<file path="config.mk">
export PLATFORM = sky130hd
export DESIGN_NAME = fan_threshold_regs
export DESIGN_NICKNAME = d
export VERILOG_FILES = /design/src/include/fan_threshold_pkg.sv /design/src/core/fan_threshold_regs.sv
export SDC_FILE = /design/constraint.sdc
export NUM_CORES = 1
export LEC_CHECK = 0
export BUFFER_PORTS_ARGS = -buffer_cell sky130_fd_sc_hd__buf_2
export CAP_MARGIN = 0
export CORE_MARGIN = 5
export CORE_UTILIZATION = 40
export DETAILED_ROUTE_END_ITERATION = 7
export GPL_TIMING_DRIVEN = 0
export PLACE_DENSITY = 0.72
export SLEW_MARGIN = 0
export SYNTH_ARGS = -nofsm -noshare
export SYNTH_HDL_FRONTEND = slang
export SYNTH_SLANG_ARGS = --single-unit
</file>
<file path="constraint.sdc">
create_clock -name clk_in -period 1.96 [get_ports clk_in]
set_clock_uncertainty 0.05 [all_clocks]
set_input_delay 0.392 -clock clk_in [delete_from_list [all_inputs] [get_ports clk_in]]
set_output_delay 0.392 -clock clk_in [all_outputs]
set_load 0.05 [all_outputs]
</file>
<file path="src/include/fan_threshold_pkg.sv">
// constants and carrier types for the adaptive fan-start threshold register bank
package fan_threshold_pkg;

   // -------------------------------------------------
   // register offsets
   // -------------------------------------------------
   localparam logic [7:0] REMOTE1_TARGET_TEMP_OFS        = 8'h33;
   localparam logic [7:0] LOCAL_TARGET_TEMP_OFS          = 8'h34;
   localparam logic [7:0] REMOTE2_TARGET_TEMP_OFS        = 8'h35;
   localparam logic [7:0] ADAPTIVE_THRESHOLD_CONTROL_OFS = 8'h36;

   // -------------------------------------------------
   // reset values
   // -------------------------------------------------
   localparam logic [7:0] TARGET_TEMP_RESET = 8'h64;
   localparam logic [7:0] CONTROL_RESET     = 8'h00;
   localparam logic [7:0] UNMAPPED_READ     = 8'h00;

   // -------------------------------------------------
   // control register field positions
   // -------------------------------------------------
   localparam int CTRL_REMOTE2_CYCLE_CODE_MSB  = 0;
   localparam int CTRL_CORE_SUPPLY_LOW_HANDLING = 1;
   localparam int CTRL_CAPTURE_ON_THROTTLE_LSB = 2;
   localparam int CTRL_ADAPTIVE_ENABLE_LSB     = 5;

   // -------------------------------------------------
   // channel indices and counts
   // -------------------------------------------------
   localparam int NUM_CHANNELS = 3;
   localparam int CH_REMOTE1   = 0;
   localparam int CH_LOCAL     = 1;
   localparam int CH_REMOTE2   = 2;

   // wait between adjustments, in monitoring cycles, for code 000
   localparam logic [10:0] DECREASE_WAIT_BASE = 11'h008;
   localparam logic [11:0] INCREASE_WAIT_BASE = 12'h010;
   // offset-64 temperature format bias
   localparam logic [8:0]  OFFSET64_BIAS      = 9'h040;

   // -------------------------------------------------
   // carriers
   // -------------------------------------------------
   typedef struct packed {
      logic       wr;
      logic       rd;
      logic [7:0] addr;
      logic [7:0] wdata;
   } reg_req_t;

   typedef struct packed {
      logic [NUM_CHANNELS-1:0][7:0] temp;
      logic [7:0]                   core_voltage;
      logic [7:0]                   core_voltage_low_limit;
   } readings_t;

   typedef struct packed {
      logic                               throttle_sync1;
      logic                               throttle_sync2;
      logic                               throttle_prev;
      logic [7:0]                         ctrl;
      logic [NUM_CHANNELS-1:0][7:0]       target;
      logic [NUM_CHANNELS-1:0][8:0]       target_signed;
      logic [7:0]                         rdata;
      logic                               core_low;
      logic                               alert;
      logic [NUM_CHANNELS-1:0]            adaptive_en;
      logic                               processor_hot_monitor_en;
      logic                               shutdown_block;
      logic [10:0]                        decrease_wait;
      logic [11:0]                        increase_wait;
   } state_t;

endpackage

</file>
<file path="src/core/fan_threshold_regs.sv">
// target temperature and adaptive threshold control register bank
`timescale 1ns/1ps

module fan_threshold_regs (
   // clock and reset
   input  wire logic                             clk_in,
   input  wire logic                             arst_n_in,
   // register port
   input  wire fan_threshold_pkg::reg_req_t      req_in,
   output logic [7:0]                            rdata_out,
   // configuration from elsewhere in the device
   input  wire logic                             config_lock_in,
   input  wire logic                             twos_complement_in,
   input  wire logic                             alert_enable_in,
   input  wire logic                             standby_supply_in,
   input  wire logic [1:0]                       remote2_cycle_code_lsbs_in,
   // measurements
   input  wire fan_threshold_pkg::readings_t     readings_in,
   // pin, active low
   input  wire logic                             thermal_throttle_pin_n_in,
   // targets and control to the fan loop
   output logic [2:0][7:0]                       target_out,
   output logic [2:0][8:0]                       target_signed_out,
   output logic [2:0]                            adaptive_enable_out,
   output logic [10:0]                           remote2_decrease_wait_out,
   output logic [11:0]                           remote2_increase_wait_out,
   // supply handling
   output logic                                  core_low_status_out,
   output logic                                  alert_out,
   output logic                                  processor_hot_monitor_en_out,
   output logic                                  shutdown_block_out
);

   // -------------------------------------------------
   // state
   // -------------------------------------------------
   fan_threshold_pkg::state_t state_q;
   fan_threshold_pkg::state_t state_d;

   logic       throttle_fall;
   logic       core_low_cond;
   logic [2:0] cycle_code;

   // -------------------------------------------------
   // next state
   // -------------------------------------------------
   always_comb begin
      state_d = state_q;
      // pin passes two flops before use
      state_d.throttle_sync1 = thermal_throttle_pin_n_in;
      state_d.throttle_sync2 = state_q.throttle_sync1;
      state_d.throttle_prev  = state_q.throttle_sync2;
      throttle_fall = state_q.throttle_prev & ~state_q.throttle_sync2;

      core_low_cond = state_q.ctrl[fan_threshold_pkg::CTRL_CORE_SUPPLY_LOW_HANDLING] & standby_supply_in
                      & (readings_in.core_voltage < readings_in.core_voltage_low_limit);

      // host writes, refused while locked
      if (req_in.wr && !config_lock_in) begin
         case (req_in.addr)
            fan_threshold_pkg::REMOTE1_TARGET_TEMP_OFS: begin
               state_d.target[fan_threshold_pkg::CH_REMOTE1] = req_in.wdata;
            end
            fan_threshold_pkg::LOCAL_TARGET_TEMP_OFS: begin
               state_d.target[fan_threshold_pkg::CH_LOCAL] = req_in.wdata;
            end
            fan_threshold_pkg::REMOTE2_TARGET_TEMP_OFS: begin
               state_d.target[fan_threshold_pkg::CH_REMOTE2] = req_in.wdata;
            end
            fan_threshold_pkg::ADAPTIVE_THRESHOLD_CONTROL_OFS: begin
               state_d.ctrl = req_in.wdata;
            end
            default: begin
               state_d.ctrl = state_q.ctrl;
            end
         endcase
      end

      // capture on throttle assertion wins over a same-cycle host write, lock or not
      for (int ch = 0; ch < fan_threshold_pkg::NUM_CHANNELS; ch++) begin
         if (throttle_fall && state_q.ctrl[fan_threshold_pkg::CTRL_CAPTURE_ON_THROTTLE_LSB + ch]) begin
            state_d.target[ch] = readings_in.temp[ch];
         end
      end

      // set point in signed degrees, per format
      for (int ch = 0; ch < fan_threshold_pkg::NUM_CHANNELS; ch++) begin
         if (twos_complement_in) begin
            state_d.target_signed[ch] = {state_q.target[ch][7], state_q.target[ch]};
         end else begin
            state_d.target_signed[ch] = {1'b0, state_q.target[ch]} - fan_threshold_pkg::OFFSET64_BIAS;
         end
      end

      // read port, registered
      case (req_in.addr)
         fan_threshold_pkg::REMOTE1_TARGET_TEMP_OFS: begin
            state_d.rdata = state_q.target[fan_threshold_pkg::CH_REMOTE1];
         end
         fan_threshold_pkg::LOCAL_TARGET_TEMP_OFS: begin
            state_d.rdata = state_q.target[fan_threshold_pkg::CH_LOCAL];
         end
         fan_threshold_pkg::REMOTE2_TARGET_TEMP_OFS: begin
            state_d.rdata = state_q.target[fan_threshold_pkg::CH_REMOTE2];
         end
         fan_threshold_pkg::ADAPTIVE_THRESHOLD_CONTROL_OFS: begin
            state_d.rdata = state_q.ctrl;
         end
         default: begin
            state_d.rdata = fan_threshold_pkg::UNMAPPED_READ;
         end
      endcase
      if (!req_in.rd) begin
         state_d.rdata = state_q.rdata;
      end

      // core supply low handling; clears as soon as the condition goes
      state_d.core_low                 = core_low_cond;
      state_d.alert                    = core_low_cond & alert_enable_in;
      state_d.processor_hot_monitor_en = ~core_low_cond;
      state_d.shutdown_block           = core_low_cond;
      // adaptive enables feed the set point use in the fan loop
      state_d.adaptive_en = state_q.ctrl[fan_threshold_pkg::CTRL_ADAPTIVE_ENABLE_LSB +: 3]
                            & ~{3{core_low_cond}};

      // remote 2 wait from the full cycle code
      cycle_code = {state_q.ctrl[fan_threshold_pkg::CTRL_REMOTE2_CYCLE_CODE_MSB],
                    remote2_cycle_code_lsbs_in};
      state_d.decrease_wait = fan_threshold_pkg::DECREASE_WAIT_BASE << cycle_code;
      state_d.increase_wait = fan_threshold_pkg::INCREASE_WAIT_BASE << cycle_code;
   end

   // -------------------------------------------------
   // registers
   // -------------------------------------------------
   always_ff @(posedge clk_in or negedge arst_n_in) begin
      if (!arst_n_in) begin
         state_q.throttle_sync1           <= 1'b1;
         state_q.throttle_sync2           <= 1'b1;
         state_q.throttle_prev            <= 1'b1;
         state_q.ctrl                     <= fan_threshold_pkg::CONTROL_RESET;
         state_q.target                   <= {3{fan_threshold_pkg::TARGET_TEMP_RESET}};
         state_q.target_signed            <= {3{1'b0, fan_threshold_pkg::TARGET_TEMP_RESET}};
         state_q.rdata                    <= fan_threshold_pkg::UNMAPPED_READ;
         state_q.core_low                 <= 1'b0;
         state_q.alert                    <= 1'b0;
         state_q.adaptive_en              <= 3'h0;
         state_q.processor_hot_monitor_en <= 1'b1;
         state_q.shutdown_block           <= 1'b0;
         state_q.decrease_wait            <= fan_threshold_pkg::DECREASE_WAIT_BASE;
         state_q.increase_wait            <= fan_threshold_pkg::INCREASE_WAIT_BASE;
      end else begin
         state_q <= state_d;
      end
   end

   // -------------------------------------------------
   // outputs
   // -------------------------------------------------
   assign rdata_out                    = state_q.rdata;
   assign target_out                   = state_q.target;
   assign target_signed_out            = state_q.target_signed;
   assign adaptive_enable_out          = state_q.adaptive_en;
   assign remote2_decrease_wait_out    = state_q.decrease_wait;
   assign remote2_increase_wait_out    = state_q.increase_wait;
   assign core_low_status_out          = state_q.core_low;
   assign alert_out                    = state_q.alert;
   assign processor_hot_monitor_en_out = state_q.processor_hot_monitor_en;
   assign shutdown_block_out           = state_q.shutdown_block;
endmodule

</file>
==> results_dict.tcl, run 1 <==
set metrics [dict create \
    status "finished clean" \
    synthArstFlopShare_pct 100 \
    holdWs_ps 86.0 \
    syn2layout_area_growth_pct 29.1 \
    min_period_ps 1880 \
    grt_first_pass_wirelength_mm 16.8 \
    critPathSlowestCell "nor4_4" \
    final_max_slew_viol_count 0 \
    yosysMostFrequentCell "buf_4" \
    hold_path_class "input pin to flip-flop" \
    synthTopCellsByCount "buf_4 (87), dfrtp_1 (61), inv_1 (32)" \
    clk_latency_ps 360 \
    num_rows 37 \
    rsz0062_at_grt "false" \
    port_buffers 147 \
    wl_per_cell_um 15.0 \
    cp_max_fo 8 \
    post-route-period-util_pct 95.7 \
    power_leakage_nw 2.96 \
    yosysTopAreaCell "dfrtp_1" \
    die_area_um2 12900 \
    die_y_um 113 \
    multi_input_area_um2 1370 \
    core_um2 10400 \
    place.gp.congestion 0.786 \
    io_pins 156 \
    syn_inst 387 \
    crit_type "input pin to flip-flop" \
    ys_seq_elements 84 \
    netlist_top_cells_area "dfrtp_1 (36%), buf_4 (15%), dfstp_2 (14%)" \
    r2r-start "state_d[97]" \
    n_fill_cell 961 \
    start_util_pct 41.3 \
    max_freq_mhz 533 \
    dp.cells 677 \
    cpPeakStageDelay_ps 570 \
    drtPass1Iterations 4 \
    h-tree-depth 3 \
    synth_cell_types 39 \
    final_nets 634 \
    antenna_cells 0 \
    hold_viol_final 0 \
    cp.arrival_ps 2060 \
    final_util_pct 53.3 \
    overflow 0 \
    grt_max_degree 45 \
    ys.warnings.count 0 \
    drc 0 \
    synth_edf_count 0 \
    antenna_found_initial 0 \
    hold_end "state_d[98]" \
    worstSetupEndpointType "flip-flop" \
    syn_area_um2 4280 \
    ir_drop_mv 0.390 \
    syn_avg_cell_area_um2 11.1 \
    hold_start "thermal_throttle_pin_n_in" \
    seqCellArea_um2 2130 \
    grt_pass1_vias 3410 \
    tightestPinTransition_ps 1060 \
    layout-drive-gt1-share_pct 53.4 \
    vias 3249 \
    routed_wl_mm 10.5 \
    dp_hpwl_mm 8.09 \
    clockBufferDepth 2 \
    tritoncts "done" \
    path_cells "buf_2 > nor4b_4 > nand2_2 > nor4_4 > mux2_2" \
    yosysSeqAreaShare_pct 49.8 \
    maxCapViolations 0 \
    final-setup-viol-count 0 \
    worst_r2r_path_depth 4 \
    path_clk_slew_ps 80 \
    synthFlopType "dfrtp_1" \
    synth_top_area_share_pct 35.7 \
    cts-buffers-inserted 9 \
    relSlewSlack_pct 28.3 \
    crit_path_start_kind "input pin" \
    powerDensity_nw_per_um2 739 \
    drt_iter0_markers 68 \
    r2r-end "target_out[22]" \
    cts.sinks 84 \
    critical_path_required_ps 2140 \
    via_per_inst 4.65 \
    stdcell_count 698 \
    min_path_cells 1 \
    cts-root-buf "clkbuf_8" \
    reg2reg_slack_ps 210 \
    grtUsageTotal_pct 16.4 \
    drtAntennaViolNets 0 \
    die_width_um 113 \
]
==> critical path, delay by kind of cell <==
family | cells | cell delay, ps
simple gates | 3 | 1140
buf+inv | 1 | 120
mux | 1 | 410
==> per-layer routing <==
metal  up-vias  global-route usage (%)  share of wire [%]
met5         -                       0                  0
li1       1560                       -                  -
met2       118                    29.7                 53
met1      1552                    19.0                 38
met4         0                    5.21                1.9
met3        19                    4.24                7.2
==> how the worst max path moves through the flow <==
stage	start	endpoint	slack (ps)	depth (start not counted)
4_1_cts	state_d[97]	target_out[7]	60	3
6_report	req_in[15]	state_q[92]	80	5
5_1_grt	req_in[15]	state_q[92]	9	5
3_5_place_dp	state_d[97]	target_out[22]	-470	5
2_1_floorplan	req_in[15]	cycle_code[2]	70	4
3_3_place_gp	state_d[97]	target_out[22]	-410	5
==> layout by cell type (no fill, tap or decap), types with 2 or more instances in the layout <==
cell	synthesis	routed
a22o_1	8	8
nor2_1	12	12
buf_4	87	92
dfrtp_1	61	61
buf_12	0	2
ha_1	10	10
inv_6	0	2
buf_2	1	147
bufinv_16	0	2
dfstp_2	23	23
nand2b_1	3	3
and3_1	2	2
clkbuf_8	0	10
nor3b_1	4	4
nand4_1	2	2
a211oi_1	2	2
nand2_1	15	15
conb_1	1	7
a21boi_0	3	3
a21oi_1	17	17
clkbuf_1	8	7
mux2i_1	24	24
a22oi_1	8	8
xnor2_1	4	4
mux2_2	14	14
o22ai_1	16	16
inv_1	32	32
nor2b_1	3	3
o21ai_0	9	9
nand3b_1	5	5
==> final cells by class <==
type                    count  area share (%)
repair buffers            154            14.8
inverters                  32            2.17
flip-flops and latches     84            38.6
well taps                 136            3.08
multi-input cells         181            24.8
clock buffers              10            2.49
clock inverters             6            1.70
plain buffers              95            12.4
==> kinds of logic after synthesis <==
| logic type | count (synthesis) | share of synthesized area [%] |
|---|---|---|
| adder cells (fa/ha/maj) | 10 | 2.92 |
| XOR/XNOR | 4 | 0.819 |
| other | 1 | 0.0877 |
| AND/OR/NAND/NOR | 58 | 8.48 |
| multiplexers | 38 | 9.30 |
| buffers and inverters | 128 | 18.9 |
| AO/OA/AOI/OAI | 64 | 9.68 |
| flip-flops | 84 | 49.8 |
==> through the flow <==
stage | setup WS, ps | area [um^2] | TNS (ps) | power [mW]
4_1_cts | 61.2 | 5480 | 0 | 4.12
5_1_grt | 9.37 | 5520 | 0 | 4.26
3_3_place_gp | -407 | 5210 | -22490 | 2.68
2_1_floorplan | 72.8 | 4300 | 0 | 2.47
3_5_place_dp | -473 | 5230 | -10540 | 2.71
6_report | 84.0 | 5520 | 0 | 4.08
==> where the power goes <==
part           switching, mW  internal [mW]  leakage (nW)
registers             0.0487           1.83          1.02
clock network          0.647          0.764         0.113
logic                  0.510          0.283          1.83
total                   1.21           2.87          2.96
==> timing repair <==
item	4_1_cts	5_1_grt
hold endpoints to repair	29	0
hold buffers	1	0
setup endpoints to repair	16	8
gates resized for setup	1	0
pin swaps	1	1
setup buffers	1	4
==> registers in the layout, summed over array words and instances, names as in the netlist <==
name / cells
adaptive_enable_out: 3
alert_out: 1
cycle_code: 1
processor_hot_monitor_en_out: 1
rdata_out: 8
remote2_decrease_wait_out: 1
remote2_increase_wait_out: 7
shutdown_block_out: 1
state_d: 2
state_q: 8
target_out: 24
target_signed_out: 27
Power figures use the tool's default switching activity.
==> run 2: changes to the inputs <==
==> constraint.sdc (replaced) <==
create_clock -name clk_in -period 1.96 [get_ports clk_in]
set_clock_uncertainty 0.05 [all_clocks]
set_input_delay 0.196 -clock clk_in [delete_from_list [all_inputs] [get_ports clk_in]]
set_output_delay 0.196 -clock clk_in [all_outputs]
set_load 0.05 [all_outputs]
==> results_dict.tcl, run 2 (same netlist as run 1, synthesis figures left out) <==
set metrics [dict create \
    worstSetupEndpointType "flip-flop" \
    routed_wl_mm 10.5 \
    die_area_um2 12900 \
    min_period_ps 1800 \
    maxCapViolations 0 \
    largest_reg_flops 27 \
    syn2layout_area_growth_pct 29.8 \
    layout-drive-gt1-share_pct 53.1 \
    grt_max_degree 45 \
    relSlewSlack_pct 30.6 \
    path_cells "buf_2 > nor4b_4 > nand2_2 > nor4_4 > mux2_2" \
    setup_ws_ps 156 \
    hold_start "readings_in[29]" \
    powerDensity_nw_per_um2 736 \
    post-route-period-util_pct 92.0 \
    stdcell_count 701 \
    cp_max_fo 8 \
    wl_per_cell_um 15.0 \
    die_width_um 113 \
    holdWs_ps 12.8 \
    antenna_cells 0 \
    rsz0062_at_grt "false" \
    final_util_pct 53.5 \
    r2r-end "target_out[22]" \
    clk_latency_ps 360 \
    cp.arrival_ps 1990 \
    tightestPinTransition_ps 1030 \
    final_cell_mix "buf_2 (147), buf_4 (92), dfrtp_1 (61)" \
    reg2reg_slack_ps 190 \
    core_um2 10400 \
    final_nets 637 \
    cts-root-buf "clkbuf_8" \
    final_common_cell "buf_2" \
    drt_iter0_markers 71 \
    dp.cells 677 \
    hold_viol_final 0 \
    drtAntennaViolNets 0 \
    power_leakage_nw 2.98 \
    cpPeakStageDelay_ps 690 \
    grt_first_pass_wirelength_mm 16.8 \
    seqCellArea_um2 2130 \
    final_max_slew_viol_count 0 \
    clockBufferDepth 2 \
    final-setup-viol-count 0 \
    ir_drop_mv 0.390 \
    worstSetupPathDepth 5 \
    hold_path_class "input pin to flip-flop" \
    n_fill_cell 955 \
    post-place-ws_ps -473 \
    worst_r2r_path_depth 4 \
    multi_input_area_um2 1370 \
    drtPass1Iterations 4 \
    critPathSlowestCell "nor4_4" \
    critical_path_required_ps 2140 \
    vias 3278 \
    cts.sinks 84 \
    die_y_um 113 \
    port_buffers 147 \
    crit_type "input pin to flip-flop" \
    path_buf_inv 1 \
    crit_family "simple AND/OR/NAND/NOR gates" \
    place.gp.congestion 0.786 \
    overflow 0 \
    cp-startpoint "req_in[15]" \
    status "finished clean" \
    via_per_inst 4.68 \
    crit_path_start_kind "input pin" \
    grtUsageTotal_pct 16.5 \
    num_rows 37 \
    max_freq_mhz 554 \
    drc 0 \
    start_util_pct 41.3 \
    path_clk_slew_ps 90 \
    crit_path_end "state_q[92]" \
    h-tree-depth 3 \
    dp_hpwl_mm 8.09 \
    io_pins 156 \
    cts-buffers-inserted 9 \
    tritoncts "done" \
    antenna_found_initial 0 \
    r2r-start "state_d[97]" \
    setup_tns_ps 0 \
    grt_pass1_vias 3416 \
]
## run 2: changes by cell type in the layout (fill, tap and decap cells not counted), sizes merged
cell,before,now
dlygate4sd3,1,4
## run 2: worst min-delay path by stage
stage | end | slack [ps] | cells after the start
after global routing | target_out[13] | 20 | 3
after CTS | target_out[13] | 7 | 3
after floorplan | adaptive_enable_out[0] | -150 | 0
after detailed placement | target_signed_out[16] | 170 | 1
final | target_out[13] | 10 | 3
after global placement | state_d[98] | 250 | 1
## run 2: per-stage QoR
stage          area [um^2]  power, mW
5_1_grt               5550       4.26
6_report              5550       4.08
3_5_place_dp          5230       2.71
2_1_floorplan         4300       2.47
3_3_place_gp          5210       2.68
4_1_cts               5510       4.12
## run 2: worst reg2reg max path, delay by kind of cell, from the launching register on
| family | cells | cell delay (ps) |
|---|---|---|
| AND/OR/NAND/NOR | 3 | 800 |
| flip-flops | 1 | 550 |
| multiplexers | 1 | 290 |
## run 2: layout make-up
| cell class | count | area share [%] |
|---|---|---|
| clock inverters | 6 | 1.69 |
| flip-flops and latches | 84 | 38.4 |
| well taps | 136 | 3.06 |
| plain buffers | 95 | 12.3 |
| repair buffers | 157 | 15.3 |
| clock buffers | 10 | 2.48 |
| inverters | 32 | 2.16 |
| multi-input cells | 181 | 24.6 |
## run 2: layer usage
layer	vias up	track usage [%]	part of all wire [%]
li1	1566	-	-
met1	1575	19.0	38
met2	118	29.9	53
met3	19	4.24	7.3
met4	0	5.21	1.9
met5	-	0	0
## run 2: repair_timing
action                                  in CTS  in global routing
gates resized for setup                      1                  0
hold buffers                                 4                  0
buffers inserted                             1                  4
gates cloned                                 0                  0
pin swaps                                    0                  1
endpoints found under the setup margin      16                  8
hold endpoints to repair                    35                  0
## run 2: power breakdown
part	switching (mW)	internal (mW)	leakage (nW)
combinational	0.512	0.286	1.85
sequential	0.0485	1.83	1.02
clock	0.646	0.764	0.113
==> run 3: changes to the inputs <==
--- a/config.mk
+++ b/config.mk
@@ -12,6 +12,7 @@
 export DETAILED_ROUTE_END_ITERATION = 7
 export GPL_TIMING_DRIVEN = 0
 export PLACE_DENSITY = 0.72
+export RECOVER_POWER = 50
 export SLEW_MARGIN = 0
 export SYNTH_ARGS = -nofsm -noshare
 export SYNTH_HDL_FRONTEND = slang
==> results_dict.tcl, run 3 (same netlist as run 1, synthesis figures left out) <==
set metrics [dict create \
    path_clk_slew_ps 90 \
    powerDensity_nw_per_um2 734 \
    antenna_cells 0 \
    die_y_um 113 \
    grt_first_pass_wirelength_mm 16.8 \
    syn2layout_area_growth_pct 29.6 \
    tightestPinTransition_ps 1080 \
    clockBufferDepth 2 \
    routed_wl_mm 10.5 \
    layout-drive-gt1-share_pct 50.6 \
    holdWs_ps 25.5 \
    grtUsageTotal_pct 16.5 \
    post-route-period-util_pct 91.5 \
    start_util_pct 41.3 \
    die_area_um2 12900 \
    path_cells "buf_2 > nor4b_4 > nand2_2 > nor4_4 > mux2_2" \
    cts-root-buf "clkbuf_8" \
    worstSetupEndpointType "flip-flop" \
    drc 0 \
    port_buffers 147 \
    antenna_found_initial 0 \
    ir_drop_mv 0.390 \
    rsz0062_at_grt "false" \
    cts-buffers-inserted 9 \
    dp_hpwl_mm 8.09 \
    maxCapViolations 0 \
    die_width_um 113 \
    largest_reg_flops 27 \
    final_common_cell "buf_2" \
    grt_pass1_vias 3416 \
    cp.arrival_ps 1970 \
    final_max_slew_viol_count 0 \
    via_per_inst 4.69 \
    crit_path_start_kind "input pin" \
    num_rows 37 \
    power_leakage_nw 2.95 \
    critical_path_required_ps 2140 \
    hold_viol_final 0 \
    final_cell_mix "buf_2 (143), buf_4 (91), dfrtp_1 (61)" \
    grt_max_degree 45 \
    drtAntennaViolNets 0 \
    stdcell_count 701 \
    cp_max_fo 8 \
    min_period_ps 1790 \
    final_nets 637 \
    dp.cells 677 \
    wl_per_cell_um 15.0 \
    io_pins 156 \
    drt_iter0_markers 68 \
    post-place-ws_ps -473 \
    core_um2 10400 \
    overflow 0 \
    clk_latency_ps 350 \
    cts.sinks 84 \
    relSlewSlack_pct 27.2 \
    final-setup-viol-count 0 \
    critPathSlowestCell "nor4_4" \
    drtPass1Iterations 4 \
    cpPeakStageDelay_ps 680 \
    hold_path_class "input pin to flip-flop" \
    max_freq_mhz 557 \
    crit_type "input pin to flip-flop" \
    place.gp.congestion 0.786 \
    n_fill_cell 957 \
    path_buf_inv 1 \
    crit_family "simple AND/OR/NAND/NOR gates" \
    h-tree-depth 3 \
    setup_ws_ps 166 \
    vias 3286 \
    status "finished clean" \
    tritoncts "done" \
]
-- run 3: power breakdown --
part / internal (mW) / switching (mW) / total, mW
clock: 0.764 / 0.638 / 1.40
sequential: 1.82 / 0.0486 / 1.87
combinational: 0.285 / 0.512 / 0.796
-- run 3: path summary, 6_finish.rpt --
check	end	from	slack (ps)	cells after the start
worst max-delay path	state_q[92]	req_in[15]	170	5
worst min-delay path	target_out[13]	readings_in[29]	30	3
worst max register to register	target_out[22]	state_d[97]	180	4
worst min register to register	state_d[97]	state_d[98]	310	0
max in group asynchronous	target_signed_out[11]	arst_n_in	490	3
min in group asynchronous	target_signed_out[16]	arst_n_in	530	2
-- run 3: tightest hold or removal path, delay by kind of cell --
kind,cells,cell delay (ps)
AOI/OAI and AO/OA,1,40
and+or+nand+nor,1,90
buffers and inverters,1,100
-- run 3: through the flow --
stage	utilization [%]	power [mW]	TNS, ps	instance area, um^2
after floorplan	-	2.47	0	4300
after global placement	50.2	2.68	-5990	5210
after detailed placement	50.4	2.71	-5890	5230
after CTS	53.1	4.12	0	5510
after global routing	53.5	4.26	0	5550
final	53.5	4.07	0	5550
-- run 3: timing repair --
| action | CTS | global route |
|---|---|---|
| resized for setup | 1 | 0 |
| setup buffers | 1 | 4 |
| pin swaps | 0 | 1 |
| hold endpoints to repair | 35 | 0 |
| setup endpoints to repair | 16 | 8 |
| cloned | 0 | 0 |
| hold buffers | 4 | 0 |
-- run 3: metal layers --
layer	share of wire, %	global-route usage (%)
met1	38	19.0
met2	53	29.9
met3	7.0	4.24
met4	1.5	5.21
met5	0	0
-- run 3: final cells by class --
type                    instances  area [um^2]  share of cell area (%)
multi-input cells             181         1370                    24.7
clock buffers                  10          138                    2.48
flip-flops and latches         84         2130                    38.4
clock inverters                 6         93.8                    1.69
repair buffers                157          841                    15.2
plain buffers                  95          684                    12.3
well taps                     136          170                    3.07
inverters                      32          120                    2.17
